[src/logic/sacc_pkg.sv]
// Purpose: constants shared by the converter control logic
// Assumes: byte-wide register port, register index addressing
// Notes: offsets are byte register indexes on the register port
package sacc_pkg;
    localparam int SACC_AW = 4;
    localparam logic [3:0] SACC_OFS_REFCTL = 4'h0;
    localparam logic [3:0] SACC_OFS_CTL0 = 4'h1;
    localparam logic [3:0] SACC_OFS_CTL1 = 4'h2;
    localparam logic [3:0] SACC_OFS_TRIG = 4'h3;
    localparam logic [3:0] SACC_OFS_RESH = 4'h4;
    localparam logic [3:0] SACC_OFS_RESL = 4'h5;
    localparam logic [3:0] SACC_OFS_IRQ = 4'h6;
    // reference_and_sensor_control fields
    localparam int SACC_REF_EN = 7;
    localparam int SACC_REF_RDY = 6;
    localparam int SACC_SNS_EN = 5;
    localparam int SACC_SNS_RNG = 4;
    // converter_control_zero fields
    localparam int SACC_GO = 1;
    localparam int SACC_ON = 0;
    // converter_control_one fields
    localparam int SACC_FMT = 7;
    localparam int SACC_NREF = 2;
    // interrupt register fields
    localparam int SACC_IRQ_FLAG = 0;
    localparam int SACC_IRQ_AIE = 1;
    localparam int SACC_IRQ_PIE = 2;
    localparam int SACC_IRQ_GIE = 3;
    localparam logic [7:0] SACC_RST_BYTE = 8'h00;
    localparam int SACC_NBITS = 10;
    localparam logic [3:0] SACC_LAST_BIT = 4'h9;
    // system clock rate and a fixed reference settling time
    localparam int SACC_CLK_HZ = 50000000;
    localparam int SACC_REF_SETTLE_NS = 1000;
    localparam int SACC_REF_SETTLE_CYC = (SACC_REF_SETTLE_NS * (SACC_CLK_HZ / 1000000) + 999) / 1000;
    localparam logic [7:0] SACC_REF_SETTLE_CNT = 8'(SACC_REF_SETTLE_CYC);
    // analog source codes on the channel mux
    localparam logic [5:0] SACC_CH_GND = 6'h3B;
    localparam logic [5:0] SACC_CH_TEMP = 6'h3C;
    localparam logic [5:0] SACC_CH_DAC = 6'h3D;
    localparam logic [5:0] SACC_CH_FIX1 = 6'h3E;
    localparam logic [5:0] SACC_CH_FIX2 = 6'h3F;
    typedef enum logic [3:0] {
        SACC_IDLE = 4'b0001,
        SACC_DELAY = 4'b0010,
        SACC_SAMPLE = 4'b0100,
        SACC_CONV = 4'b1000
    } sacc_state_e;
endpackage

[src/logic/sacc_top.sv]
// Purpose: control of a 10-bit successive-approximation converter
// Assumes: comparator result arrives from the analog front end as a pin
// Notes: one clock; the rc bit clock is sampled as a pin
//
// Function
// build a 10-bit value by successive approximation; store in result pair
// six-bit channel field routes one analog source to sample-and-hold
// sources are port channels, temperature sensor, dac, fixed reference, ground
// software waits an acquisition delay after a channel change
// two-bit field picks positive reference: pin, supply, 2.048V, 4.096V
// negative reference is either its pin or ground
// three-bit field picks divide 2..64 or the rc oscillator for x11
// a full conversion lasts 11.5 bit periods
// divided clocks follow system clock; only rc source is independent
// conversion continues in sleep only with the rc clock
// completion flag set at every conversion end, regardless of enable
// completion flag stays set until software clears it
// enabled completion interrupt wakes a sleeping device
// after waking, the instruction after sleep runs first
// all three enables vector to the handler; global clear resumes in line
// format bit picks left or right justified result
// range bit selects high sensor range when set, low when clear
// two factory sensor readings, one per range, kept for calibration
// start bit works only with converter already on, not same write
// on finish clear busy, set flag, load result registers
// software abort loads partial value, unresolved bits copy last bit
// rc clock starts one instruction late; other clocks abort on sleep
// right justify puts two upper bits low in high byte
// bits resolved msb first, one per period, after half-period sample
//
// The implementer's own choices: the plain strobed port and the register addresses.
`timescale 1ns/1ps
module sacc_top
    import sacc_pkg::*;
#(
    parameter int INSTR_CYC = 4,
    parameter logic [9:0] CAL_LOW = 10'h000,
    parameter logic [9:0] CAL_HIGH = 10'h000
)(
    input wire logic i_mclk,
    input wire logic i_reset_n,
    input wire logic [sacc_pkg::SACC_AW-1:0] i_addr,
    input wire logic [7:0] i_wdata,
    input wire logic i_wr,
    input wire logic i_rd,
    output logic [7:0] o_rdata,
    input wire logic i_sleep,
    input wire logic i_rc_clk,
    input wire logic i_cmp,
    input wire logic i_low_voltage,
    output logic [5:0] o_channel_select,
    output logic [1:0] o_positive_reference_select,
    output logic o_negative_reference_pin,
    output logic o_sample,
    output logic [9:0] o_dac_code,
    output logic o_sensor_enable,
    output logic o_sensor_range_select,
    output logic o_fixed_reference_enable,
    output logic [1:0] o_converter_ref_gain,
    output logic [1:0] o_comparator_ref_gain,
    output logic o_wake,
    output logic o_vector
);
    import sacc_pkg::*;

    logic [7:0] refctl_q, ctl0_q, ctl1_q, trig_q, resh_q, resl_q;
    logic [3:0] irq_q;
    logic [7:0] rdata_d, rdata_q;
    logic [7:0] ref_cnt_q;
    logic rc_s1_q, rc_s2_q, rc_s3_q;
    logic [6:0] div_q;
    logic tick;
    logic [7:0] delay_q;
    logic [3:0] bit_q;
    logic [9:0] sar_q;
    logic [9:0] dec_q;
    logic half_q;
    logic cmp_s1_q, cmp_s2_q;
    logic abort_q;
    sacc_state_e state_q;

    // write decode
    wire wr_ctl0 = i_wr && (i_addr == SACC_OFS_CTL0);
    wire wr_irq = i_wr && (i_addr == SACC_OFS_IRQ);
    wire wr_refctl = i_wr && (i_addr == SACC_OFS_REFCTL);
    wire wr_ctl1 = i_wr && (i_addr == SACC_OFS_CTL1);
    wire wr_trig = i_wr && (i_addr == SACC_OFS_TRIG);
    wire wr_resh = i_wr && (i_addr == SACC_OFS_RESH);
    wire wr_resl = i_wr && (i_addr == SACC_OFS_RESL);
    wire use_rc = ctl1_q[5:4] == 2'b11;
    wire busy = ctl0_q[SACC_GO];
    // half-period sample, ten bit periods, then one closing period: 11.5 in all
    // the result is final once all ten bits are resolved
    wire done_evt = (state_q == SACC_CONV) && tick && half_q && (bit_q == 4'(SACC_NBITS));
    wire sw_abort = wr_ctl0 && busy && !i_wdata[SACC_GO] && (state_q != SACC_IDLE);
    wire sleep_abort = i_sleep && !use_rc && (state_q != SACC_IDLE);
    wire fin = done_evt || sw_abort;
    // start only when on before this write
    wire start_req = wr_ctl0 && i_wdata[SACC_GO] && ctl0_q[SACC_ON] && i_wdata[SACC_ON];
    wire irq_pend = irq_q[SACC_IRQ_FLAG] && irq_q[SACC_IRQ_AIE] && irq_q[SACC_IRQ_PIE];

    function automatic logic [9:0] fill_partial(input logic [9:0] v, input logic [3:0] n);
        logic [9:0] r;
        logic last;
        r = v;
        last = (n == 4'h0) ? 1'b0 : v[4'd10 - n];
        for (int k = 0; k < 10; k++)
        begin
            if (k < (10 - int'(n)))
            begin
                r[k] = last;
            end
        end
        return r;
    endfunction

    // rc and comparator pin synchronisers, rc edge
    always_ff @(posedge i_mclk or negedge i_reset_n)
    begin
        if (!i_reset_n)
        begin
            rc_s1_q <= 1'b0;
            rc_s2_q <= 1'b0;
            rc_s3_q <= 1'b0;
            cmp_s1_q <= 1'b0;
            cmp_s2_q <= 1'b0;
        end
        else
        begin
            rc_s1_q <= i_rc_clk;
            rc_s2_q <= rc_s1_q;
            rc_s3_q <= rc_s2_q;
            cmp_s1_q <= i_cmp;
            cmp_s2_q <= cmp_s1_q;
        end
    end

    // half-period tick: divided system clock or rc edges
    wire [6:0] div_lim = (ctl1_q[5:4] == 2'b00) ? 7'd0 : (ctl1_q[5:4] == 2'b01) ? 7'd3 : 7'd15;
    wire [6:0] div_top = ctl1_q[6] ? (7'(div_lim << 1) + 7'd1) : div_lim;
    assign tick = use_rc ? (rc_s2_q != rc_s3_q) : (div_q >= div_top);

    always_ff @(posedge i_mclk or negedge i_reset_n)
    begin
        if (!i_reset_n)
            div_q <= 7'd0;
        else if (tick || state_q == SACC_IDLE)
            div_q <= 7'd0;
        else
            div_q <= div_q + 7'd1;
    end

    // conversion sequencer
    always_ff @(posedge i_mclk or negedge i_reset_n)
    begin
        if (!i_reset_n)
        begin
            state_q <= SACC_IDLE;
            delay_q <= 8'h00;
            bit_q <= 4'h0;
            sar_q <= 10'h000;
            dec_q <= 10'h000;
            half_q <= 1'b0;
        end
        else
        begin
            unique case (state_q)
                SACC_IDLE:
                begin
                    if (start_req)
                    begin
                        state_q <= use_rc ? SACC_DELAY : SACC_SAMPLE;
                        delay_q <= 8'(INSTR_CYC);
                        half_q <= 1'b0;
                    end
                end
                SACC_DELAY:
                begin
                    if (fin || sleep_abort)
                        state_q <= SACC_IDLE;
                    else if (delay_q == 8'h00)
                        state_q <= SACC_SAMPLE;
                    else
                        delay_q <= delay_q - 8'h01;
                end
                SACC_SAMPLE:
                begin
                    if (fin || sleep_abort)
                        state_q <= SACC_IDLE;
                    else if (tick)
                    begin
                        state_q <= SACC_CONV;
                        bit_q <= 4'h0;
                        half_q <= 1'b0;
                        sar_q <= 10'h200;
                        dec_q <= 10'h000;
                    end
                end
                SACC_CONV:
                begin
                    if (fin || sleep_abort)
                        state_q <= SACC_IDLE;
                    else if (tick)
                    begin
                        half_q <= !half_q;
                        if (half_q)
                        begin
                            // keep trial bit when input is above the trial level
                            dec_q <= dec_q | (sar_q & {10{cmp_s2_q}});
                            sar_q <= sar_q >> 1;
                            bit_q <= bit_q + 4'h1;
                        end
                    end
                end
                default:
                    state_q <= SACC_IDLE;
            endcase
        end
    end

    // every trial bit is decided before the closing period starts
    wire [9:0] final_val = dec_q;
    wire [9:0] result = done_evt ? final_val : fill_partial(dec_q, bit_q);
    wire right_just = ctl1_q[SACC_FMT];
    wire [7:0] res_hi = right_just ? {6'h00, result[9:8]} : result[9:2];
    wire [7:0] res_lo = right_just ? result[7:0] : {result[1:0], 6'h00};

    // register file
    always_ff @(posedge i_mclk or negedge i_reset_n)
    begin
        if (!i_reset_n)
        begin
            refctl_q <= SACC_RST_BYTE;
            ctl0_q <= SACC_RST_BYTE;
            ctl1_q <= SACC_RST_BYTE;
            trig_q <= SACC_RST_BYTE;
            resh_q <= SACC_RST_BYTE;
            resl_q <= SACC_RST_BYTE;
            irq_q <= 4'h0;
            ref_cnt_q <= 8'h00;
            abort_q <= 1'b0;
        end
        else
        begin
            abort_q <= sleep_abort;
            if (wr_refctl)
                refctl_q <= {i_wdata[7], 1'b0, i_wdata[5:0]};
            if (wr_ctl1)
                ctl1_q <= {i_wdata[7:4], 1'b0, i_wdata[2:0]};
            if (wr_trig)
                trig_q <= {4'h0, i_wdata[3:0]};
            if (wr_ctl0)
                ctl0_q <= {i_wdata[7:2], start_req || (busy && i_wdata[SACC_GO]), i_wdata[SACC_ON]};
            if (fin || sleep_abort)
                ctl0_q[SACC_GO] <= 1'b0;
            if (fin)
            begin
                resh_q <= res_hi;
                resl_q <= res_lo;
            end
            else
            begin
                if (wr_resh)
                    resh_q <= i_wdata;
                if (wr_resl)
                    resl_q <= i_wdata;
            end
            if (wr_irq)
                irq_q <= i_wdata[3:0];
            if (done_evt || (wr_irq && irq_q[SACC_IRQ_FLAG] && i_wdata[SACC_IRQ_FLAG]))
                irq_q[SACC_IRQ_FLAG] <= 1'b1;
            if (!refctl_q[SACC_REF_EN])
                ref_cnt_q <= 8'h00;
            else if (ref_cnt_q != SACC_REF_SETTLE_CNT)
                ref_cnt_q <= ref_cnt_q + 8'h01;
        end
    end

    // read mux
    wire ref_ready = i_low_voltage || (ref_cnt_q == SACC_REF_SETTLE_CNT);

    // factory sensor readings, one pair of bytes per range
    wire [7:0] cal_low_lo = CAL_LOW[7:0];
    wire [7:0] cal_low_hi = {6'h00, CAL_LOW[9:8]};
    wire [7:0] cal_high_lo = CAL_HIGH[7:0];
    wire [7:0] cal_high_hi = {6'h00, CAL_HIGH[9:8]};
    always_comb
    begin
        rdata_d = 8'h00;
        unique case (i_addr)
            SACC_OFS_REFCTL: rdata_d = {refctl_q[7], ref_ready, refctl_q[5:0]};
            SACC_OFS_CTL0: rdata_d = ctl0_q;
            SACC_OFS_CTL1: rdata_d = ctl1_q;
            SACC_OFS_TRIG: rdata_d = trig_q;
            SACC_OFS_RESH: rdata_d = resh_q;
            SACC_OFS_RESL: rdata_d = resl_q;
            SACC_OFS_IRQ: rdata_d = {4'h0, irq_q};
            4'h7: rdata_d = cal_low_lo;
            4'h8: rdata_d = cal_low_hi;
            4'h9: rdata_d = cal_high_lo;
            4'hA: rdata_d = cal_high_hi;
            default: rdata_d = 8'h00;
        endcase
    end

    always_ff @(posedge i_mclk or negedge i_reset_n)
    begin
        if (!i_reset_n)
        begin
            rdata_q <= 8'h00;
            o_channel_select <= 6'h00;
            o_positive_reference_select <= 2'b00;
            o_negative_reference_pin <= 1'b0;
            o_sample <= 1'b0;
            o_dac_code <= 10'h000;
            o_sensor_enable <= 1'b0;
            o_sensor_range_select <= 1'b0;
            o_fixed_reference_enable <= 1'b0;
            o_converter_ref_gain <= 2'b00;
            o_comparator_ref_gain <= 2'b00;
            o_wake <= 1'b0;
            o_vector <= 1'b0;
        end
        else
        begin
            rdata_q <= i_rd ? rdata_d : 8'h00;
            o_channel_select <= ctl0_q[7:2];
            // 4.096V choice falls back to 2.048V on low-voltage parts
            o_positive_reference_select <= (i_low_voltage && ctl1_q[1:0] == 2'b11) ? 2'b10 : ctl1_q[1:0];
            o_negative_reference_pin <= ctl1_q[SACC_NREF];
            o_sample <= ctl0_q[SACC_ON] && !abort_q && (state_q == SACC_SAMPLE || state_q == SACC_IDLE);
            o_dac_code <= dec_q | sar_q;
            o_sensor_enable <= refctl_q[SACC_SNS_EN];
            o_sensor_range_select <= refctl_q[SACC_SNS_RNG];
            o_fixed_reference_enable <= refctl_q[SACC_REF_EN];
            o_converter_ref_gain <= refctl_q[1:0];
            o_comparator_ref_gain <= refctl_q[3:2];
            o_wake <= i_sleep && irq_pend;
            o_vector <= irq_pend && irq_q[SACC_IRQ_GIE];
        end
    end

    assign o_rdata = rdata_q;
endmodule

[config.mk]
export PLATFORM = sky130hd
export DESIGN_NAME = sacc_top
export DESIGN_NICKNAME = d
export VERILOG_FILES = /design/src/logic/sacc_pkg.sv /design/src/logic/sacc_top.sv
export SDC_FILE = /design/constraint.sdc
export NUM_CORES = 1
export LEC_CHECK = 0
export BUFFER_PORTS_ARGS = -buffer_cell sky130_fd_sc_hd__buf_2
export CORE_MARGIN = 2
export CORE_UTILIZATION = 60
export CTS_CLUSTER_DIAMETER = 200
export DETAILED_ROUTE_END_ITERATION = 6
export PLACE_DENSITY = 0.8
export SKIP_CTS_REPAIR_TIMING = 1
export SLEW_MARGIN = 20
export SYNTH_ARGS = -nofsm -noshare
export SYNTH_HDL_FRONTEND = slang
export SYNTH_SLANG_ARGS = --single-unit
[constraint.sdc]
create_clock -name i_mclk -period 5.5 [get_ports i_mclk]
set_input_delay 0.275 -clock i_mclk [delete_from_list [all_inputs] [get_ports i_mclk]]
set_output_delay 0.275 -clock i_mclk [all_outputs]
set_load 0.05 [all_outputs]
==> impl_metrics.prom <==
# TYPE chip_impl_metric gauge
chip_impl_info{name="result_of_the_run",value="completed"} 1
chip_impl_metric{name="post_synth.cell_area_avg",unit="um^2"} 10.9
chip_impl_metric{name="fin_crit",unit="ns"} 3.53
chip_impl_metric{name="remaining_drc_errors",unit=""} 0
chip_impl_metric{name="fin_ws",unit="ns"} 1.97
chip_impl_metric{name="syn-num-nets",unit=""} 642
chip_impl_metric{name="grt_usage",unit="%"} 27.6
chip_impl_metric{name="synth_top_cell_area_share",unit="%"} 52.6
chip_impl_metric{name="vias",unit=""} 5021
chip_impl_info{name="cts_tree",value="yes"} 1
chip_impl_metric{name="min_period_over_period",unit="%"} 64.2
chip_impl_metric{name="dp_hpwl",unit="mm"} 10.2
chip_impl_info{name="hold_path_class",value="input pin to flip-flop"} 1
chip_impl_metric{name="synth_cells",unit=""} 609
chip_impl_metric{name="max_slew_vio_count",unit=""} 0
chip_impl_metric{name="die_area",unit="mm^2"} 0.0120
chip_impl_metric{name="detailedRoute.firstIterationViolations",unit=""} 362
chip_impl_metric{name="placement_rows",unit=""} 38
chip_impl_info{name="netlist_top_cells_area",value="sky130_fd_sc_hd__dfrtp_1, sky130_fd_sc_hd__mux2_2, sky130_fd_sc_hd__mux2i_1, sky130_fd_sc_hd__nand2_1, sky130_fd_sc_hd__nor2_1"} 1
chip_impl_metric{name="finalClockSkew",unit="ns"} 0.0103
chip_impl_info{name="crit_path_end_kind",value="flip-flop"} 1
chip_impl_metric{name="tritoncts.num_buffers",unit=""} 17
chip_impl_metric{name="seq_area_frac_synth",unit="%"} 53.0
chip_impl_metric{name="h_tree_depth",unit=""} 4
chip_impl_info{name="synth_most_common_cell",value="sky130_fd_sc_hd__dfrtp_1"} 1
chip_impl_metric{name="synth-edff-count",unit=""} 0
chip_impl_metric{name="fp.coreArea",unit="mm^2"} 0.0108
chip_impl_metric{name="peakVddDrop",unit="mV"} 0.305
chip_impl_metric{name="synth_register_bits",unit=""} 141
chip_impl_metric{name="synth-async-reset-ratio",unit="%"} 100
chip_impl_metric{name="critical_path_required",unit="ns"} 5.88
chip_impl_metric{name="max_freq",unit="MHz"} 283
chip_impl_metric{name="grt_overflow",unit=""} 0
chip_impl_info{name="crit_path_frequent_cell",value="sky130_fd_sc_hd__nor2_1"} 1
chip_impl_metric{name="number_of_optimization_iterations_in_the_first_detailed_route_pass",unit=""} 5
chip_impl_info{name="clk_root_buffer_cell",value="sky130_fd_sc_hd__clkbuf_8"} 1
chip_impl_metric{name="critical_path_arrival",unit="ns"} 3.91
chip_impl_metric{name="max_cap_viol_count",unit=""} 0
chip_impl_metric{name="ys.warnings.count",unit=""} 0
chip_impl_info{name="critPathLaunchType",value="flip-flop"} 1
chip_impl_metric{name="clkSlewWorstSetupHoldPaths",unit="ns"} 0.07
chip_impl_info{name="critical_path_class",value="flip-flop to flip-flop"} 1
chip_impl_metric{name="cts.path.max_buffers",unit=""} 2
chip_impl_metric{name="worstMarginPinSlew",unit="ns"} 0.857
chip_impl_metric{name="antenna_found_initial",unit=""} 0
chip_impl_metric{name="relSlewSlack",unit="%"} 42.1
chip_impl_metric{name="start_util",unit="%"} 61.4
chip_impl_info{name="grt_setup_unrepaired",value="no"} 1
chip_impl_metric{name="layout-drive-gt1-share",unit="%"} 22.5
chip_impl_metric{name="min_path_cells",unit=""} 2
chip_impl_metric{name="design.final.nets",unit=""} 696
chip_impl_metric{name="die_h",unit="um"} 109
chip_impl_metric{name="ant_nets",unit=""} 0
chip_impl_metric{name="n_antenna_cell",unit=""} 0
chip_impl_metric{name="cpPeakStageDelay",unit="ns"} 0.65
chip_impl_metric{name="p_leak",unit="uW"} 0.00363
chip_impl_metric{name="io_pins",unit=""} 57
chip_impl_metric{name="path_max_fanout",unit=""} 12
chip_impl_metric{name="number_of_global_route_vias_before_repair",unit=""} 4929
chip_impl_info{name="critPathSlowestCell",value="sky130_fd_sc_hd__nor2_1"} 1
chip_impl_metric{name="avg_wl_per_cell",unit="um"} 18.5
chip_impl_metric{name="gp_routability_congestion",unit=""} 0.898
chip_impl_metric{name="totalNegativeSetupSlack",unit="ns"} 0
chip_impl_metric{name="worst_setup_timing_slack_at_the_placement_stage",unit="ns"} 2.09
chip_impl_metric{name="finalHoldViolCount",unit=""} 0
chip_impl_info{name="critical_path.cell_chain",value="or3_1 -> ha_1 -> nand2b_1 -> a31oi_1 -> o211ai_1 -> o21ai_0 -> or4_4 -> nor2_1 -> nor2_1"} 1
chip_impl_metric{name="finalSetupViolations",unit=""} 0
chip_impl_metric{name="via_per_inst",unit=""} 6.15
chip_impl_info{name="synth_area_leader_cell",value="sky130_fd_sc_hd__dfrtp_1"} 1
chip_impl_metric{name="postRouteWirelength",unit="mm"} 15.1
chip_impl_info{name="dominant_register_cell_in_the_synthesized_netlist",value="sky130_fd_sc_hd__dfrtp_1"} 1
chip_impl_info{name="synth_commonest_cells",value="sky130_fd_sc_hd__dfrtp_1, sky130_fd_sc_hd__nand2_1, sky130_fd_sc_hd__nor2_1"} 1
chip_impl_metric{name="io_buffer_count",unit=""} 56
chip_impl_metric{name="synth.lib_cells_used.distinct",unit=""} 65
chip_impl_metric{name="power.density_cell_area",unit="mW/mm^2"} 443
chip_impl_metric{name="flow.area_growth_from_synthesis",unit="%"} 15.5
chip_impl_metric{name="grt_start_max_net_pins",unit=""} 91
chip_impl_metric{name="post_synth_instance_area",unit="mm^2"} 0.00666
chip_impl_metric{name="worst_skew_pair.late_latency",unit="ns"} 0.54
chip_impl_metric{name="floorplan.die.width",unit="um"} 109
chip_impl_metric{name="wire_length_of_the_first_global_routing_pass",unit="mm"} 25.0
chip_impl_metric{name="tritoncts_num_sinks",unit=""} 141
chip_impl_metric{name="reg2regPathDepth",unit=""} 9
metrics by stage:
step                      utilization, %  instance area, um^2  std cells  hold slack [ns]  power [uW]
after detailed placement            64.8                 7030        780            0.344        2210
after CTS                           70.6                 7650        812           -0.176        3410
after global routing                70.9                 7690        816           0.0392        3580
final                               70.9                 7690        816           0.0385        3410
after global placement              64.8                 7030        780            0.336        2160
after floorplan                        -                 6660        609          -0.0206        1970
critical path, delay by kind of cell, from the launching register on:
family | cells | cell delay [ns]
AOI/OAI and AO/OA | 3 | 0.78
adders and majority gates | 1 | 0.28
DFF | 1 | 0.45
and+or+nand+nor | 5 | 1.87
path summary, 6_finish.rpt:
path / from / slack [ns] / endpoint
worst max-delay path: ctl1_q[5] / 1.97 / dec_q[9]
worst min-delay path: i_wdata[7] / 0.04 / refctl_q[7]
worst max register to register: ctl1_q[5] / 1.97 / dec_q[9]
worst min register to register: rc_s1_q / 0.36 / rc_s2_q
max in group asynchronous: i_reset_n / 4.05 / o_sensor_enable
min in group asynchronous: i_reset_n / 0.35 / ctl1_q[0]
placed cells by master (no fill, tap or decap), types with 6 or more instances in the layout:
cell and count:
sky130_fd_sc_hd__dfrtp_1 140, sky130_fd_sc_hd__or2_2 12, sky130_fd_sc_hd__o21ai_0 30, sky130_fd_sc_hd__nor2_1 50
sky130_fd_sc_hd__clkbuf_16 16, sky130_fd_sc_hd__mux2i_1 27, sky130_fd_sc_hd__and2_1 9, sky130_fd_sc_hd__nand3_1 19
sky130_fd_sc_hd__inv_1 9, sky130_fd_sc_hd__ha_1 13, sky130_fd_sc_hd__nand3b_1 7, sky130_fd_sc_hd__nand2_1 53
sky130_fd_sc_hd__a21oi_1 30, sky130_fd_sc_hd__o31ai_1 6, sky130_fd_sc_hd__nor2b_1 7, sky130_fd_sc_hd__nor3_1 8
sky130_fd_sc_hd__buf_2 55, sky130_fd_sc_hd__mux2_2 37, sky130_fd_sc_hd__xnor2_1 11, sky130_fd_sc_hd__o22ai_1 14
sky130_fd_sc_hd__or3_1 7
cells by family after synthesis:
kind of cell | Yosys count | share of synthesized area, %
adders and majority gates | 13 | 2.44
xor gates and xnor gates | 16 | 2.10
muxes | 68 | 11.7
DFF | 141 | 53.0
AOI/OAI and AO/OA | 121 | 11.6
buffers and inverters | 37 | 2.22
and+or+nand+nor | 213 | 16.9
layer usage:
metal	vias to the layer above	wire, um	global-route usage [%]
met2	196	7390	44.0
met5	-	0	0
met1	2453	6350	36.1
li1	2334	-	-
met3	38	990	6.99
met4	0	348	11.5
power by group:
part | switching, uW | total [uW] | leakage (uW) | internal [uW]
clock network | 454 | 1200 | 0.000300 | 744
registers | 155 | 1370 | 0.00182 | 1210
logic | 536 | 841 | 0.00152 | 305
cell type report:
class	instances	area (um^2)
Clock buffer	17	414
Timing Repair Buffer	62	342
Tap cell	140	175
Fill cell	778	3150
Inverter	10	37.5
Multi-Input combinational cell	431	2980
Clock inverter	15	210
Sequential cell	141	3530
flip-flops by register name, summed over array words and instances, names as in the netlist, 2 cells and up:
register,flops
o_rdata,8
o_positive_reference_select,2
div_q,7
irq_q,4
dec_q,10
o_converter_ref_gain,2
bit_q,4
ref_cnt_q,8
o_dac_code,10
resl_q,8
delay_q,8
ctl1_q,7
ctl0_q,8
refctl_q,7
sar_q,10
state_q,4
o_channel_select,6
trig_q,4
resh_q,8
o_comparator_ref_gain,2
Power figures use the tool's default switching activity.
